## src/design/tcr_pkg.sv

```systemverilog
// Package: register map, field positions, reset values and phase timing of the timer
package tcr_pkg;

    // ************************************************************
    // Register indices (byte address is four times the index)
    // ************************************************************
    localparam logic [7:0] IDX_CONTROL   = 8'hC8;
    localparam logic [7:0] IDX_MODE      = 8'hC9;
    localparam logic [7:0] IDX_CAP_LOW   = 8'hCA;
    localparam logic [7:0] IDX_CAP_HIGH  = 8'hCB;
    localparam logic [7:0] IDX_CNT_LOW   = 8'hCC;
    localparam logic [7:0] IDX_CNT_HIGH  = 8'hCD;

    // ************************************************************
    // Control register fields
    // ************************************************************
    localparam int BIT_OVERFLOW_FLAG = 7;
    localparam int BIT_EXTERNAL_FLAG = 6;
    localparam int BIT_RX_CLK_EN     = 5;
    localparam int BIT_TX_CLK_EN     = 4;
    localparam int BIT_EXT_EN        = 3;
    localparam int BIT_RUN           = 2;
    localparam int BIT_COUNTER_SEL   = 1;
    localparam int BIT_CAPTURE_SEL   = 0;

    // Mode register fields
    localparam int BIT_OUTPUT_EN     = 1;
    localparam int BIT_DOWN_COUNT_EN = 0;

    // ************************************************************
    // Reset values
    // ************************************************************
    localparam logic [7:0]  RST_CONTROL = 8'h00;
    localparam logic [1:0]  RST_MODE    = 2'h0;
    localparam logic [7:0]  RST_BYTE    = 8'h00;
    localparam logic [15:0] CNT_ALL_ONE = 16'hFFFF;

    // ************************************************************
    // Machine cycle timing: 6 states of 2 phases, clock is the oscillator
    // ************************************************************
    localparam int         OSC_PER_MACHINE = 12;
    localparam logic [3:0] PHASE_LAST      = 4'(OSC_PER_MACHINE - 1);
    localparam logic [3:0] SAMPLE_PHASE    = 4'h9;  // State 5, phase 2
    localparam logic [3:0] UPDATE_PHASE    = 4'h4;  // State 3, phase 1

    // Operating modes decoded from the control bits
    typedef enum logic [3:0] {
        TCR_OFF     = 4'b0001,
        TCR_RELOAD  = 4'b0010,
        TCR_CAPTURE = 4'b0100,
        TCR_BAUD    = 4'b1000
    } tcr_mode_e;

endpackage

```

## src/design/tcr_timer.sv

```systemverilog
// Timer three: 16-bit capture/reload timer/counter with Avalon-MM register access
`timescale 1ns/10ps
//
// Behaviour
// [RULE_01] Control register resets to all zeros
// [RULE_02] Overflow sets bit 7; only software clears
// [RULE_03] No overflow flag while serial clocking
// [RULE_04] Trigger capture/reload sets external flag bit 6
// [RULE_05] External flag requests interrupt unless down-count
// [RULE_06] Bit 5 routes overflow pulses to receiver
// [RULE_07] Bit 4 routes overflow pulses to transmitter
// [RULE_08] Bit 3 enables trigger falling edge events
// [RULE_09] Bit 2 starts and stops counting
// [RULE_10] Bit 1 selects timer or event counting
// [RULE_11] Bit 0 selects capture or reload
// [RULE_12] Serial clocking forces reload on overflow
// [RULE_13] Mode decoded: reload, capture, baud, off
// [RULE_14] Count held as low and high bytes
// [RULE_15] Timer increments once per twelve clocks
// [RULE_16] Count input sampled once per machine cycle
// [RULE_17] Counted edge appears at update phase
// [RULE_18] Source holds each level one machine cycle
// [RULE_19] Capture without trigger: plain overflowing counter
// [RULE_20] Capture copies count bytes, sets external flag
// [RULE_21] Down-count enable bit, resets to zero
// [RULE_22] Interrupt is OR of both flags
// [RULE_23] Machine cycle of six two-phase states
module tcr_timer
    import tcr_pkg::*;
(
    // Clock and reset
    input  wire logic        clock,
    input  wire logic        reset_n,
    // Avalon-MM slave
    input  wire logic [9:0]  avs_address,
    input  wire logic        avs_read,
    input  wire logic        avs_write,
    input  wire logic [31:0] avs_writedata,
    input  wire logic [3:0]  avs_byteenable,
    output logic      [31:0] avs_readdata,
    output logic             avs_waitrequest,
    // Port pins
    input  wire logic        event_count_input,
    input  wire logic        trigger_input,
    // Interrupt request and serial port clocks
    output logic             timer_irq,
    output logic             serial_rx_clock,
    output logic             serial_tx_clock
);

    // ************************************************************
    // State
    // ************************************************************
    // Field order is free; nothing outside
    // reads the packed layout.
    // Phase counts 0 to 11 within a
    // machine cycle.
    typedef struct packed {
        logic        waitreq;
        logic [31:0] readdata;
        logic [7:0]  control;
        logic [1:0]  mode;
        logic [7:0]  cap_low;
        logic [7:0]  cap_high;
        logic [7:0]  cnt_low;
        logic [7:0]  cnt_high;
        logic [3:0]  phase;
        logic        ev_meta;
        logic        ev_sync;
        logic        ev_sample;
        logic        ev_pend;
        logic        tr_meta;
        logic        tr_sync;
        logic        tr_sample;
        logic        tr_pend;
        logic        irq;
        logic        rx_pulse;
        logic        tx_pulse;
    } tcr_state_s;

    // All state lives in one register;
    // next_st is its combinational copy.
    // Reset clears every field except
    // waitrequest, which idles high.
    // Nothing else in the block holds
    // a value from one edge to the next.

    tcr_state_s st;
    tcr_state_s next_st;

    // Each register owns one 32-bit word;
    // byte lanes above the first read zero.
    // A misaligned address matches nothing.

    // Register index match on a word-aligned byte address
    function automatic logic reg_hit(input logic [9:0] addr, input logic [7:0] idx);
        reg_hit = (addr[9:2] == idx) && (addr[1:0] == 2'b00);
    endfunction

    // Run bit off wins over everything;
    // a serial clock enable wins over the
    // capture select, which then is ignored.
    // Mode decode from control bits
    function automatic tcr_mode_e decode_mode(input logic [7:0] ctl);
        if (!ctl[BIT_RUN]) begin
            decode_mode = TCR_OFF;
        end else if (ctl[BIT_RX_CLK_EN] || ctl[BIT_TX_CLK_EN]) begin
            decode_mode = TCR_BAUD;
        end else if (ctl[BIT_CAPTURE_SEL]) begin
            decode_mode = TCR_CAPTURE;
        end else begin
            decode_mode = TCR_RELOAD;
        end
    endfunction

    // ************************************************************
    // Next state
    // ************************************************************
    always_comb begin
        logic        baud;
        logic        down_mode;
        logic        at_sample;
        logic        at_update;
        logic        state_end;
        logic        tick;
        logic        overflow;
        logic        underflow;
        logic        trig_event;
        logic        set_ovf;
        logic        set_ext;
        logic        tog_ext;
        logic        wr_go;
        logic [15:0] count;
        logic [15:0] reload;
        tcr_mode_e   md;

        // Start from the held state; every
        // branch below only overrides what
        // changes, so no latch can form.
        next_st    = st;
        md         = decode_mode(st.control);                                   // [RULE_13]
        baud       = st.control[BIT_RX_CLK_EN] | st.control[BIT_TX_CLK_EN];
        down_mode  = st.mode[BIT_DOWN_COUNT_EN] && (md == TCR_RELOAD);           // [RULE_21]
        count      = {st.cnt_high, st.cnt_low};                                 // [RULE_14]
        reload     = {st.cap_high, st.cap_low};
        set_ovf    = 1'b0;
        set_ext    = 1'b0;
        tog_ext    = 1'b0;
        overflow   = 1'b0;
        underflow  = 1'b0;
        trig_event = 1'b0;

        // The clock stands in for the
        // oscillator. Phase 0 is the first
        // half of state one; odd phases end
        // a state time.

        // Machine cycle phase counter, twelve clocks per cycle
        next_st.phase = (st.phase == PHASE_LAST) ? 4'h0 : st.phase + 4'h1;     // [RULE_23]
        at_sample     = (st.phase == SAMPLE_PHASE);
        at_update     = (st.phase == UPDATE_PHASE);
        state_end     = st.phase[0];                                             // [RULE_23]

        // Both pins come from outside the
        // clock domain; only the second
        // flip-flop of each pair is read.

        // Pin synchronisers
        next_st.ev_meta = event_count_input;
        next_st.ev_sync = st.ev_meta;
        next_st.tr_meta = trigger_input;
        next_st.tr_sync = st.tr_meta;

        // One sample per machine cycle, so a
        // level shorter than twelve clocks
        // may be missed entirely. The edge
        // waits in a pending bit for the
        // update phase.

        // Sample pins once per machine cycle, remember a falling edge
        if (at_sample) begin
            next_st.ev_sample = st.ev_sync;                                      // [RULE_16]
            next_st.tr_sample = st.tr_sync;
            if (st.ev_sample && !st.ev_sync) begin
                next_st.ev_pend = 1'b1;                                          // [RULE_16]
            end
            if (st.tr_sample && !st.tr_sync) begin
                next_st.tr_pend = 1'b1;
            end
        end

        // Only one tick source is live at a
        // time; the run bit gates them all.

        // Count tick: edge count, state time in baud mode, else machine cycle
        if (md == TCR_OFF) begin
            tick = 1'b0;                                                         // [RULE_09]
        end else if (st.control[BIT_COUNTER_SEL]) begin
            tick = st.ev_pend && at_update;                                      // [RULE_10] [RULE_17]
        end else if (baud) begin
            tick = state_end;
        end else begin
            tick = at_update;                                                    // [RULE_15]
        end
        if (at_update) begin
            next_st.ev_pend = 1'b0;
        end

        // Down counting needs reload mode and
        // the down-count enable; the trigger
        // pin level then picks the direction.
        // Underflow happens when the count
        // meets the capture/reload pair.

        // Counting, overflow and underflow
        if (tick) begin
            if (down_mode && !st.tr_sample) begin
                if (count == reload) begin
                    underflow = 1'b1;
                    count     = CNT_ALL_ONE;
                end else begin
                    count = count - 16'h0001;
                end
            end else if (count == CNT_ALL_ONE) begin
                overflow = 1'b1;
                count    = (md == TCR_CAPTURE) ? 16'h0000 : reload;             // [RULE_11] [RULE_12]
            end else begin
                count = count + 16'h0001;
            end
        end
        if ((overflow || underflow) && !baud) begin
            set_ovf = 1'b1;                                                      // [RULE_02] [RULE_03] [RULE_19]
        end
        if (down_mode && (overflow || underflow)) begin
            tog_ext = 1'b1;
        end

        // A pending trigger edge is dropped at
        // every update phase, so a trigger
        // seen while disabled never fires
        // later when the enable is set.

        // Trigger events at the update phase
        if (at_update) begin
            next_st.tr_pend = 1'b0;
            trig_event = st.tr_pend && st.control[BIT_EXT_EN] && (md != TCR_OFF)
                         && !down_mode;                                          // [RULE_08]
        end
        if (trig_event) begin
            set_ext = 1'b1;                                                      // [RULE_04]
            if (md == TCR_CAPTURE) begin
                next_st.cap_high = count[15:8];                                  // [RULE_20]
                next_st.cap_low  = count[7:0];                                   // [RULE_20]
            end else if (md == TCR_RELOAD) begin
                count = reload;                                                  // [RULE_11]
            end
        end
        next_st.cnt_high = count[15:8];
        next_st.cnt_low  = count[7:0];

        // One-cycle pulses; the serial port
        // divides them further on its side.

        // Overflow pulses routed to the serial port
        next_st.rx_pulse = overflow && st.control[BIT_RX_CLK_EN];               // [RULE_06]
        next_st.tx_pulse = overflow && st.control[BIT_TX_CLK_EN];               // [RULE_07]

        // Every access takes two cycles: the
        // first edge loads read data and drops
        // waitrequest, the second completes.
        // Read data is zero outside the answer
        // cycle, so a stale value never shows.

        // Bus: request answered one cycle after it is first seen
        wr_go           = avs_write && !st.waitreq && avs_byteenable[0];
        next_st.waitreq = !((avs_read || avs_write) && st.waitreq);
        if (avs_read && st.waitreq) begin
            next_st.readdata = 32'h0000_0000;
            if (reg_hit(avs_address, IDX_CONTROL)) begin
                next_st.readdata[7:0] = st.control;
            end else if (reg_hit(avs_address, IDX_MODE)) begin
                next_st.readdata[1:0] = st.mode;
            end else if (reg_hit(avs_address, IDX_CAP_LOW)) begin
                next_st.readdata[7:0] = st.cap_low;
            end else if (reg_hit(avs_address, IDX_CAP_HIGH)) begin
                next_st.readdata[7:0] = st.cap_high;
            end else if (reg_hit(avs_address, IDX_CNT_LOW)) begin
                next_st.readdata[7:0] = st.cnt_low;
            end else if (reg_hit(avs_address, IDX_CNT_HIGH)) begin
                next_st.readdata[7:0] = st.cnt_high;
            end
        end
        // The answer cycle ends at this edge
        // whether or not the master lingers
        if (!st.waitreq) begin
            next_st.readdata = 32'h0000_0000;
        end

        // Writes land only in the answer
        // cycle. A write to the count bytes
        // wins over a tick in the same cycle;
        // stop the timer first to avoid that.

        // Software writes; flags set by hardware win over a clearing write
        if (wr_go && reg_hit(avs_address, IDX_CONTROL)) begin
            next_st.control = avs_writedata[7:0];
        end
        if (wr_go && reg_hit(avs_address, IDX_MODE)) begin
            next_st.mode = avs_writedata[1:0];
        end
        if (wr_go && reg_hit(avs_address, IDX_CAP_LOW)) begin
            next_st.cap_low = avs_writedata[7:0];
        end
        if (wr_go && reg_hit(avs_address, IDX_CAP_HIGH)) begin
            next_st.cap_high = avs_writedata[7:0];
        end
        if (wr_go && reg_hit(avs_address, IDX_CNT_LOW)) begin
            next_st.cnt_low = avs_writedata[7:0];
        end
        if (wr_go && reg_hit(avs_address, IDX_CNT_HIGH)) begin
            next_st.cnt_high = avs_writedata[7:0];
        end
        if (set_ovf) begin
            next_st.control[BIT_OVERFLOW_FLAG] = 1'b1;                           // [RULE_02]
        end
        if (tog_ext) begin
            next_st.control[BIT_EXTERNAL_FLAG] = ~st.control[BIT_EXTERNAL_FLAG];
        end
        if (set_ext) begin
            next_st.control[BIT_EXTERNAL_FLAG] = 1'b1;                           // [RULE_04]
        end

        // Computed from next_st so the request
        // rises on the same edge as its flag.
        // Interrupt request from the flags as they will stand
        next_st.irq = next_st.control[BIT_OVERFLOW_FLAG]
                      || (next_st.control[BIT_EXTERNAL_FLAG]
                          && !next_st.mode[BIT_DOWN_COUNT_EN]);                  // [RULE_05] [RULE_22]
    end

    // ************************************************************
    // State register
    // ************************************************************
    // Asynchronous clear, constants only.
    // Release is seen at the next edge.
    always_ff @(posedge clock or negedge reset_n) begin
        if (!reset_n) begin
            st           <= '0;
            st.waitreq   <= 1'b1;
            st.control   <= RST_CONTROL;                                         // [RULE_01]
            st.mode      <= RST_MODE;                                            // [RULE_21]
            st.cap_low   <= RST_BYTE;
            st.cap_high  <= RST_BYTE;
            st.cnt_low   <= RST_BYTE;
            st.cnt_high  <= RST_BYTE;
        end else begin
            st <= next_st;
        end
    end

    // No logic after the flip-flops: every
    // output is a plain state field.
    // Outputs straight from the state register
    assign avs_readdata    = st.readdata;
    assign avs_waitrequest = st.waitreq;
    assign timer_irq       = st.irq;
    assign serial_rx_clock = st.rx_pulse;
    assign serial_tx_clock = st.tx_pulse;

    // Reads of the count while the timer
    // runs in baud mode may catch a byte
    // mid-carry; no latching is provided.

endmodule

```

## config.mk

```make
export PLATFORM = sky130hd
export DESIGN_NAME = tcr_timer
export DESIGN_NICKNAME = d
export VERILOG_FILES = /design/src/design/tcr_pkg.sv /design/src/design/tcr_timer.sv
export SDC_FILE = /design/constraint.sdc
export NUM_CORES = 1
export LEC_CHECK = 0
export BUFFER_PORTS_ARGS = -buffer_cell sky130_fd_sc_hd__buf_2
export CAP_MARGIN = 25
export CORE_MARGIN = 4
export CORE_UTILIZATION = 40
export DETAILED_ROUTE_END_ITERATION = 10
export PLACE_DENSITY = 0.71
export SYNTH_ARGS = -nofsm -noshare
export SYNTH_HDL_FRONTEND = slang
export SYNTH_SLANG_ARGS = --single-unit
```

## constraint.sdc

```tcl
create_clock -name clock -period 2.16 [get_ports clock]
set_input_delay 0.108 -clock clock [delete_from_list [all_inputs] [get_ports clock]]
set_output_delay 0.108 -clock clock [all_outputs]
set_load 0.01 [all_outputs]
```

# After elaboration in Yosys (flattened, before gate mapping)
# Cells that the tools add are included.
# op_classes
addsub	3
eq_ne	16
mux	51
n_bitwise	2
n_reduce_logical	53
# ops
operator	count
two-way mux 16 bit	10
two-way mux 8 bit	10
two-way mux 32 bit	2
equality test 8 bit (second input constant)	6
logical AND 1 bit	29
two-way mux 1 bit	23
adder 16 x 1 -> 16 bit (second input constant)	1
equality test 16 bit	1
equality test 16 bit (second input constant)	1
subtractor 16 x 1 -> 16 bit (second input constant)	1
nonzero test 2 bit	7
two-way mux 4 bit	3
equality test 4 x 3 -> 1 bit (second input constant)	2
equality test 4 bit (second input constant)	2
zero test 1 bit	8
AND reduction 2 bit	4
two-way mux 6 bit	1
adder 4 x 1 -> 4 bit (second input constant)	1
equality test 4 x 1 -> 1 bit (second input constant)	1
equality test 4 x 2 -> 1 bit (second input constant)	1
logical OR 1 bit	4
!= test 4 x 1 -> 1 bit (second input constant)	1
two-way mux 3 bit	1
zero test 2 bit	1
other kinds (4)	4
# word_totals
reg_bits	90
inputBits	52
out_inout_bits	36
word_cells	147

# Longest topological paths before layout
# Gate-level depths: netlist (run 1).
# logic_depth
word_depth	15
mapped_depth	11
depth_no_buf	9

# Least setup slack after synthesis (run 1)
# Ideal clock, no wire load.
# synth_path
kind	register to register
from	register st[11] (netlist name)
to	register st[41] (netlist name)
setup_time_ns	0.133
arrival_time_ns	2.040
t_required_ns	2.027
setup_slack_ns	-0.013
stages_incl_launch_ff	12
path_buffers	2
synth_period_minus_slack_ns	2.173
path_cell_list	dfrtp_1 > inv_1 > ha_1 > and3b_1 > o211ai_1 > and2_1 > buf_2 > nor3_2 > buf_4 > nand3_1 > o211ai_1 > o211ai_1
# synth_between
elab_chain_len	8
elab_cells_between_ends	12
cone_classes	eq/ne: 1; mux: 8; reduce/logical: 3
# synth_rtl
element	line	source
start, declared	tcr_timer.sv:88	tcr_state_s st;
start signal, assigned	tcr_timer.sv:357	st <= next_st;
equality test 4 x 3 -> 1 bit	tcr_timer.sv:161	at_update = (st.phase == UPDATE_PHASE);
two-way mux 1 bit or logical AND 1 bit (tied branches)	tcr_timer.sv:200, tcr_timer.sv:199	
two-way mux 1 bit	tcr_timer.sv:198	end else if (st.control[BIT_COUNTER_SEL]) begin
two-way mux 1 bit	tcr_timer.sv:196	if (md == TCR_OFF) begin
two-way mux 16 bit	tcr_timer.sv:216	if (tick) begin
two-way mux 16 bit	tcr_timer.sv:251	if (md == TCR_CAPTURE) begin
two-way mux 16 bit	tcr_timer.sv:249	if (trig_event) begin
two-way mux 8 bit	tcr_timer.sv:311	if (wr_go && reg_hit(avs_address, IDX_CAP_LOW)) begin
# Parallel ways exist; a longest one is shown, timed or not. The select of a mux whose other input is x is not followed.
# A chain may end at the register's enable or synchronous reset.

==> results of run 1 <==
## path summary, 6_finish.rpt
| check | depth (start not counted) | start | end |
|---|---|---|---|
| max | 9 | st[23]$_DFF_PN0_ | st[16]$_DFF_PN0_ |
| max reg2reg | 9 | st[23]$_DFF_PN0_ | st[16]$_DFF_PN0_ |
| min | 3 | avs_writedata[6] | st[37]$_DFFE_PN0P_ |
| min in group asynchronous | 2 | reset_n | avs_readdata[0]$_DFFE_PN0P_ |
| min reg2reg | 0 | next_st[9]$_DFF_PN0_ | st[9]$_DFF_PN0_ |
| max in group asynchronous | 3 | reset_n | st[26]$_DFF_PN0_ |
## state kept, by name (all words and copies together), names as in the netlist
name / flops
serial_rx_clock: 1
timer_irq: 1
serial_tx_clock: 1
next_st: 2
avs_waitrequest: 1
st: 52
avs_readdata: 8
## repair_timing
action	CTS	global route
buffers inserted	19	7
hold buffers	4	0
hold endpoints to repair	18	0
gates cloned	2	0
pin swaps	60	43
gates resized for setup	53	42
setup endpoints to repair	34	34
## cells by family (layout without fill, tap and decap cells)
logic type,Yosys count,count (layout),share of synthesized area
compound gates,149,149,0.218
other cells,1,24,0.000764
mux,13,13,0.0286
buf+inv,91,214,0.108
xor+xnor,27,27,0.0482
simple gates,234,234,0.247
fa+ha+maj,5,5,0.0127
flops,66,66,0.337
## power groups by stage
stage | sequential (µW) | clock [µW] | combinational [µW]
CTS | 1280 | 1460 | 233
global route | 1280 | 1520 | 261
detailed placement | 1300 | 0 | 220
floorplan | 1300 | 0 | 143
global placement | 1300 | 0 | 215
finish | 1280 | 1450 | 240
## synthesized netlist by cell type (2+ instances only)
cell type  instances
a21oi_1           18
mux2_2             8
nand2_1           76
a221oi_2           5
a31oi_1           34
a211o_1            2
buf_2             11
nand4_1            6
a221oi_1          10
and2_1            14
o21ai_1            4
clkbuf_1          17
ha_1               5
o21a_1             3
o21ai_0           25
nand4b_1           2
mux2i_1            5
nand2b_1           2
and4b_1            2
nand3_1           27
a211oi_1           5
dfrtp_1           65
a22o_1             4
or3_1              5
a311oi_2           3
nor4_1            11
buf_6              4
xor2_1             2
and3_1            15
a22oi_1            8
xnor2_1           25
nand3b_1           2
nor3_1            11
o211ai_1           6
buf_4             38
inv_1             20
o31ai_1            5
nor4_4             2
nor2_1            45
## cell type report
| class | instances | area, µm² | share of cell area |
|---|---|---|---|
| multi-input combinational | 452 | 3170 | 0.469 |
| sequential | 66 | 1660 | 0.245 |
| timing repair buffer | 179 | 1390 | 0.206 |
| clock buffer | 10 | 229 | 0.0338 |
| tap | 147 | 184 | 0.0272 |
| inverter | 20 | 78.8 | 0.0116 |
| clock inverter | 5 | 56.3 | 0.00831 |
## worst max-delay path, cell delays in order, from the launching register on
cell      delay, ps
dfrtp_2         460
xnor2_1         170
nand4_1         220
nor4_4          320
buf_6           170
nor3_4           60
buf_6           150
a311oi_4        330
nand3_1         110
a31oi_1         230
## metrics by stage
stage	hold WS, ps	setup TNS, ps
4_1_cts	90.3	-1820
3_3_place_gp	69.7	-6090
3_5_place_dp	76.1	-6810
6_report	94.2	-2750
2_1_floorplan	-188	0
5_1_grt	108	-5140
## layer usage
layer  vias to the layer above  global-route usage  share of wire  wire (µm)
li1                       2364                   -              -          -
met1                      2584               0.337           0.39       7130
met2                       300               0.415           0.47       8570
met3                        63              0.0459          0.091       1650
met4                         0               0.118          0.045        814
met5                         -                   0              0          0
==> results by group, run 1 <==
Final layout
  – Total Nets Final: 785
  – Share of cells above drive strength 1: 0.370
  – Antenna diodes: 0
  – Commonest non-fill, non-tap cells in the layout: buf_4 (116), nand2_1 (72), dfrtp_1 (61)
  – Fillers: 1073
  – Post-Layout Cell Count: 879
  – Final core utilization: 0.564
  – Commonest non-fill, non-tap cell in the layout: buf_4
  – Layout area overhead: 38.0%
  – Fin area: 0.00677 mm²

Route
  – Final ANT Viol Nets: 0
  – WL final: 18200 µm
  – DR vias: 5311
  – Residual DRC: 0
  – DRT iter0 DRCs: 528
  – DR vias/cell: 6.04
  – Avg WL per Cell: 20.7 µm
  – Pre-antenna DRT Iters: 7

STA
  – RSZ-0062 raised after global routing: yes
  – Final Hold Viols: 0
  – Worst-margin pin slew: 621 ps
  – Fin worst setup slack: -173 ps
  – Final number of setup-violating endpoints: 33
  – Pins Over Slew Limit: 0
  – Final worst path period need: 2330 ps
  – Slew Limit Headroom: 0.585
  – Crit share post-route: 1.08
  – Clk_skew: 10.0 ps
  – Fmax: 429 MHz

Worst setup path
  – Req. time, crit path: 2400 ps
  – Worst path arrival time: 2580 ps
  – Kind of critical path: flip-flop to flip-flop
  – Max FO, Critical Path: 5
  – R2R setup slack: -170 ps
  – Worst Setup End Kind: flip-flop
  – Type of origin of the critical path: flip-flop

Placement
  – DP Wirelength: 13400 µm
  – Placer Congestion: 0.974
  – Worst slack, placed: -317 ps
  – Cell count after placement: 836
  – DP Area: 0.00581 mm²
  – Port Buf Inserts: 36

Pwr
  – Share of power burned in registers: 0.432
  – Net switching fraction of the power: 0.248
  – Cell Int Power: 2230 µW
  – Clk pwr share: 0.487
  – NetSw: 735 µW
  – Logic pwr share: 0.081
  – PD cells: 438 mW/mm²
  – Power, Total: 2970 µW
  – Worst IR Drop VDD: 0.366 mV
  – Lkg Pwr: 0.00305 µW

Status
  – Failing checks: negative setup slack
  – Run status: complete, but fails checks

Clocking
  – Htree depth: 3
  – Total CTS buffers: 9
  – Max Root-Sink Buffers: 2
  – Clk_lat worst skew: 350 ps
  – Root Driver: clkbuf_16
  – Clock sink count: 66
  – Clk slew on worst S/H paths: 60 ps
  – CTS tree: built

Synth
  – EDFF count, synth: 0
  – Seq/Total Area, Yosys: 0.337
  – Mapped Area: 0.00491 mm²
  – Synth area leader: dfrtp_1
  – Synth Flop Type: dfrtp_1
  – Share of the synthesized area in the top cell type: 0.331
  – Syn Area/Cell: 8.37 µm²
  – #FFs+latches synth: 66
  – Syn. warnings: 0
  – Synth async-reset ratio: 1.00
  – Distinct cell type count of the synthesized netlist: 73
  – Synth area leaders: dfrtp_1 (33%), buf_4 (5.8%), nand2_1 (5.8%)
  – Mapped Cells: 586

Global route
  – First-pass GRT wire length: 28300 µm
  – Gr ovfl total: 0
  – Gr usage total: 0.258
  – Largest net degree at the start of global routing: 34
  – Initial antenna violation count: 0
  – Vias in the first global route: 5117

Die
  – Die height: 119 µm
  – Core Area: 0.0120 mm²
  – Number of placement rows: 40
  – Initial Utilization: 0.409
  – Die area: 0.0141 mm²
  – Die X: 119 µm
  – IO Count: 88

Run
  – Max-cap violations: 0

Hold path
  – Worst min-delay path class: input port to flip-flop
No activity file was read; power rests on OpenSTA's default activity.
==> run 2, diff against run 1 <==
--- a/config.mk
+++ b/config.mk
@@ -7,10 +7,12 @@
 export LEC_CHECK = 0
 export BUFFER_PORTS_ARGS = -buffer_cell sky130_fd_sc_hd__buf_2
 export CAP_MARGIN = 25
+export CORE_ASPECT_RATIO = 0.6
 export CORE_MARGIN = 4
 export CORE_UTILIZATION = 40
 export DETAILED_ROUTE_END_ITERATION = 10
 export PLACE_DENSITY = 0.71
+export SKIP_LAST_GASP = 1
 export SYNTH_ARGS = -nofsm -noshare
 export SYNTH_HDL_FRONTEND = slang
 export SYNTH_SLANG_ARGS = --single-unit
==> run 2 against run 1 <==
Clock power is 21% higher. The flow still finishes with violations (negative setup slack). Sequential cell count stayed put. Via count rose by 2.7%. Highest routed layer is now met5. Critical path type unchanged. Hold slack gained 5.1 ps. Final cell count increased by 4.9%.
==> results by group, run 2 (synthesis gave the netlist of run 1 again) <==
Worst setup path
  – Worst r2r path cells: 10
  – Type of origin of the critical path: flip-flop
  – Req. time, crit path: 2420 ps
  – Worst flop-to-flop path endpoint: st[15]$_DFF_PN0_
  – Crit path top cell by count: buf_4
  – Worst path max stage delay: 410 ps
  – Crit path cell chain: xnor2_1 -> nand4_1 -> nor4_4 -> buf_4 -> buf_12 -> o31ai_1 -> a221oi_2 -> buf_4 -> nand2_1 -> a31oi_1
  – Max FO, Critical Path: 7
  – Worst r2r src: st[25]$_DFF_PN0_
  – Worst Setup End Kind: flip-flop
  – Worst path arrival time: 2720 ps
  – Kind of critical path: flip-flop to flip-flop
  – R2R setup slack: -300 ps
  – Slowest CP cell: dfrtp_1

Die
  – Die X: 151 µm
  – Initial Utilization: 0.408
  – Die area: 0.0142 mm²
  – Core Area: 0.0120 mm²
  – Number of placement rows: 31
  – Die height: 93.8 µm
  – IO Count: 88

Hold path
  – Worst min-delay path class: input port to flip-flop
  – Hold Crit Start: avs_read
  – Hold Crit Depth: 2
  – Worst Hold Path EP: avs_waitrequest$_DFF_PN1_

Placement
  – Placer Congestion: 1.01
  – Worst slack, placed: -488 ps
  – DP Wirelength: 14900 µm
  – Port Buf Inserts: 36

Clocking
  – Htree depth: 3
  – CTS tree: built
  – Max Root-Sink Buffers: 2
  – Clk_lat worst skew: 340 ps
  – Root Driver: clkbuf_16
  – Clock sink count: 66
  – Total CTS buffers: 9
  – Clk slew on worst S/H paths: 60 ps

STA
  – Worst-margin pin slew: 568 ps
  – RSZ-0062 raised after global routing: yes
  – Final worst path period need: 2460 ps
  – Clk_skew: 7.25 ps
  – Fin worst setup slack: -295 ps
  – Fmax: 407 MHz
  – Pins Over Slew Limit: 0
  – Crit share post-route: 1.14
  – Sum Neg Setup Slack: -7700 ps
  – Final Hold Viols: 0
  – Slew Limit Headroom: 0.617
  – Fin Hold WS: 99.2 ps
  – Final number of setup-violating endpoints: 34

Pwr
  – PD cells: 466 mW/mm²
  – Lkg Pwr: 0.00319 µW
  – Worst IR Drop VDD: 0.596 mV

Final layout
  – Commonest non-fill, non-tap cells in the layout: buf_4 (137), nand2_1 (71), dfrtp_1 (64)
  – Largest Register: st
  – Commonest non-fill, non-tap cell in the layout: buf_4
  – Share of cells above drive strength 1: 0.384
  – Antenna diodes: 0
  – Area taken by multi-input logic gates: 0.00314 mm²
  – Reg area: 0.00165 mm²
  – Layout area overhead: 43.4%
  – Largest register FFs: 52
  – Fillers: 1045
  – Total Nets Final: 809

Route
  – WL final: 20600 µm
  – Avg WL per Cell: 22.4 µm
  – Pre-antenna DRT Iters: 6
  – DR vias/cell: 5.92
  – Final ANT Viol Nets: 0
  – DR vias: 5455
  – Residual DRC: 0
  – DRT iter0 DRCs: 814

Status
  – Failing checks: negative setup slack
  – Run status: complete, but fails checks

Global route
  – Gr usage total: 0.289
  – Gr ovfl total: 0
  – First-pass GRT wire length: 30200 µm
  – Largest net degree at the start of global routing: 30
  – Initial antenna violation count: 0
  – Vias in the first global route: 5170

Run
  – Max-cap violations: 0
## run 2: cell types whose count changed in the layout (fill, tap and decap cells not counted), sizes merged
cell and change:
inv +2, clkdlybuf4s15 +1, clkbuf +1, bufinv +2, clkinv -3, buf +22
## run 2: per-layer routing
metal,share of wire,GRT usage,up-vias
li1,-,-,2413
met1,0.44,0.432,2657
met2,0.39,0.376,331
met3,0.14,0.117,52
met4,0.020,0.0845,2
met5,0.0025,0,-
## run 2: what timing repair did
| action | in CTS | in global routing |
|---|---|---|
| endpoints found under the setup margin | 34 | 37 |
| cloned | 2 | 2 |
| hold endpoints to repair | 23 | 0 |
| gates resized for setup | 38 | 53 |
| hold buffers | 4 | 0 |
| setup buffers | 16 | 12 |
| pin swaps | 39 | 41 |
## run 2: cell type report
cell class	instances	share of cell area
timing repair buffer	203	0.230
clock buffer	10	0.0325
sequential	66	0.235
inverter	20	0.0107
clock inverter	6	0.0162
tap	165	0.0293
multi-input combinational	452	0.446
## run 2: worst max path at each step
stage                                  start            endpoint  cells past startpoint
final                       st[25]$_DFF_PN0_    st[15]$_DFF_PN0_                     10
after global routing      st[53]$_DFFE_PN0P_  st[46]$_DFFE_PN0P_                     10
after CTS                   st[17]$_DFF_PN0_  st[34]$_DFFE_PN0P_                     10
after global placement      st[24]$_DFF_PN0_    st[21]$_DFF_PN0_                      9
after detailed placement    st[24]$_DFF_PN0_  st[37]$_DFFE_PN0P_                      9
after floorplan             st[11]$_DFF_PN0_  st[41]$_DFFE_PN0P_                     11
## run 2: power by group
part	total (µW)	switching, µW	internal [µW]
sequential	1280	20.5	1260
combinational	237	155	82.5
clock	1760	623	1130
total	3280	798	2480
## run 2: through the flow
stage	cells	power, µW	instance area (µm²)	utilization
final	922	3280	7040	0.585
after global routing	922	3370	7040	0.585
after CTS	910	3280	6670	0.555
after detailed placement	872	1520	5970	0.496
after global placement	871	1520	5960	0.495
after floorplan	609	1440	5000	-
## run 2: worst max-delay path: cells and delay by family, from the launching register on
family / cells / cell delay (ps)
simple gates: 3 / 620
compound gates: 3 / 530
buf+inv: 3 / 490
flops: 1 / 410
xor+xnor: 1 / 310
==> run 3, diff against run 2 <==
--- a/config.mk
+++ b/config.mk
@@ -11,7 +11,7 @@
 export CORE_MARGIN = 4
 export CORE_UTILIZATION = 40
 export DETAILED_ROUTE_END_ITERATION = 10
-export PLACE_DENSITY = 0.71
+export PLACE_DENSITY = 0.68
 export SKIP_LAST_GASP = 1
 export SYNTH_ARGS = -nofsm -noshare
 export SYNTH_HDL_FRONTEND = slang
==> constraint.sdc (replaced) <==
create_clock -name clock -period 3.1 [get_ports clock]
set_input_delay 0 -clock clock [delete_from_list [all_inputs] [get_ports clock]]
set_output_delay 0 -clock clock [all_outputs]
set_load 0.01 [all_outputs]
==> run 3 against run 2 <==
The flow now finishes without violations. Worst setup slack improved by 570 ps. Fmax decreased by 13%. Power decreased by 32%. Hold slack got worse by 74 ps. Core utilization decreased by 12 points. Die area unchanged. Count of clock-buffer cells in the layout unchanged. Final area decreased by 21%.
==> results by group, run 3 (synthesis gave the netlist of run 1 again) <==
Status
  – Run status: completed

Global route
  – Vias in the first global route: 4587
  – Largest net degree at the start of global routing: 39
  – Gr usage total: 0.248
  – Gr ovfl total: 0
  – Initial antenna violation count: 0
  – First-pass GRT wire length: 26300 µm

STA
  – Clk_skew: 9.66 ps
  – RSZ-0062 raised after global routing: no
  – Final worst path period need: 2820 ps
  – Sum Neg Setup Slack: 0 ps
  – Worst-margin pin slew: 892 ps
  – Final number of setup-violating endpoints: 0
  – Fmax: 354 MHz
  – Slew Limit Headroom: 0.404
  – Crit share post-route: 0.911
  – Pins Over Slew Limit: 0
  – Final Hold Viols: 0

Run
  – Max-cap violations: 0

Final layout
  – Antenna diodes: 0
  – Commonest non-fill, non-tap cells in the layout: nand2_1 (76), dfrtp_1 (65), nor2_1 (45)
  – Commonest non-fill, non-tap cell in the layout: nand2_1
  – Total Nets Final: 681
  – Final core utilization: 0.465
  – Share of cells above drive strength 1: 0.180
  – Largest Register: st
  – Layout area overhead: 13.9%
  – Largest register FFs: 52
  – Fin area: 0.00559 mm²
  – Fillers: 1171

Worst setup path
  – Worst path arrival time: 3050 ps
  – Type of origin of the critical path: flip-flop
  – R2R setup slack: 280 ps
  – Worst r2r path cells: 9
  – Max FO, Critical Path: 7
  – Worst r2r src: st[27]$_DFF_PN0_
  – Req. time, crit path: 3320 ps
  – Kind of critical path: flip-flop to flip-flop
  – Worst Setup End Kind: flip-flop
  – Worst flop-to-flop path endpoint: st[26]$_DFF_PN0_

Clocking
  – Post-CTS Setup Repair Bufs: 0
  – Total CTS buffers: 9
  – Root Driver: clkbuf_16
  – Clk_lat worst skew: 340 ps
  – Htree depth: 3
  – CTS resizes: 0
  – Clk slew on worst S/H paths: 60 ps
  – Clock sink count: 66
  – CTS tree: built
  – Max Root-Sink Buffers: 2

Die
  – IO Count: 88
  – Number of placement rows: 31
  – Initial Utilization: 0.408
  – Die area: 0.0142 mm²
  – Die height: 93.8 µm
  – Die X: 151 µm
  – Core Area: 0.0120 mm²

Route
  – Pre-antenna DRT Iters: 6
  – DR vias/cell: 6.08
  – Final ANT Viol Nets: 0
  – WL final: 17000 µm
  – DRT iter0 DRCs: 742
  – DR vias: 4827
  – Avg WL per Cell: 21.4 µm
  – Residual DRC: 0

Pwr
  – Worst IR Drop VDD: 0.357 mV
  – PD cells: 399 mW/mm²
  – Lkg Pwr: 0.00244 µW

Hold path
  – Worst Hold Path EP: st[46]$_DFFE_PN0P_
  – Hold Crit Start: avs_writedata[7]
  – Worst min-delay path class: input port to flip-flop
  – Hold Crit Depth: 3

Placement
  – DP Wirelength: 12700 µm
  – DP Area: 0.00517 mm²
  – Port Buf Inserts: 36
  – Placer Congestion: 1.09
run 3: worst max-delay path by stage:
stage / startpoint / to / slack [ps]
final: st[27]$_DFF_PN0_ / st[26]$_DFF_PN0_ / 280
after global routing: st[11]$_DFF_PN0_ / st[26]$_DFF_PN0_ / 200
after CTS: st[27]$_DFF_PN0_ / st[26]$_DFF_PN0_ / 390
after detailed placement: st[27]$_DFF_PN0_ / st[26]$_DFF_PN0_ / 420
after global placement: st[27]$_DFF_PN0_ / st[26]$_DFF_PN0_ / 440
after floorplan: st[11]$_DFF_PN0_ / st[41]$_DFFE_PN0P_ / 930
run 3: repair_timing:
item,4_1_cts,5_1_grt
hold endpoints to repair,40,0
hold buffers,6,0
endpoints found under the setup margin,0,0
run 3: through the flow:
| step | setup WS [ps] | power [µW] | std cells | hold slack (ps) |
|---|---|---|---|---|
| 6_report | 276 | 2230 | 794 | 24.9 |
| 3_3_place_gp | 439 | 1040 | 771 | 110 |
| 4_1_cts | 394 | 2240 | 793 | 6.17 |
| 3_5_place_dp | 423 | 1050 | 771 | 109 |
| 2_1_floorplan | 927 | 1000 | 609 | -296 |
| 5_1_grt | 202 | 2310 | 794 | 35.1 |
run 3: power breakdown:
group	switching [µW]	leakage, µW	internal [µW]
combinational	94.7	0.00152	49.6
clock	397	0.000163	790
sequential	17.8	0.000752	881
total	510	0.00244	1720
run 3: area by class of cell:
| cell class | count | area, µm² | share of cell area |
|---|---|---|---|
| Clock buffer | 10 | 229 | 0.0409 |
| Tap cell | 165 | 206 | 0.0369 |
| Timing Repair Buffer | 75 | 500 | 0.0895 |
| Multi-Input combinational cell | 452 | 2810 | 0.503 |
| Inverter | 20 | 75.1 | 0.0134 |
| Clock inverter | 6 | 115 | 0.0206 |
| Sequential cell | 66 | 1650 | 0.296 |
run 3: routing by layer:
metal | vias up | global-route usage | routed length, µm | share of wire
met2 | 304 | 0.314 | 6490 | 0.38
met1 | 2345 | 0.376 | 7730 | 0.45
met5 | - | 0.0308 | 56 | 0.0033
met3 | 18 | 0.112 | 2580 | 0.15
li1 | 2158 | - | - | -
met4 | 2 | 0.0490 | 173 | 0.010
run 3: worst max-delay path, stage by stage, from the launching register on:
cell and delay [ps]:
dfrtp_1 450, buf_4 190, xnor2_1 170, nand4_1 170
nor4_4 490, buf_4 250, o31ai_1 100, a221oi_2 480
nand2_1 100, a31oi_1 300
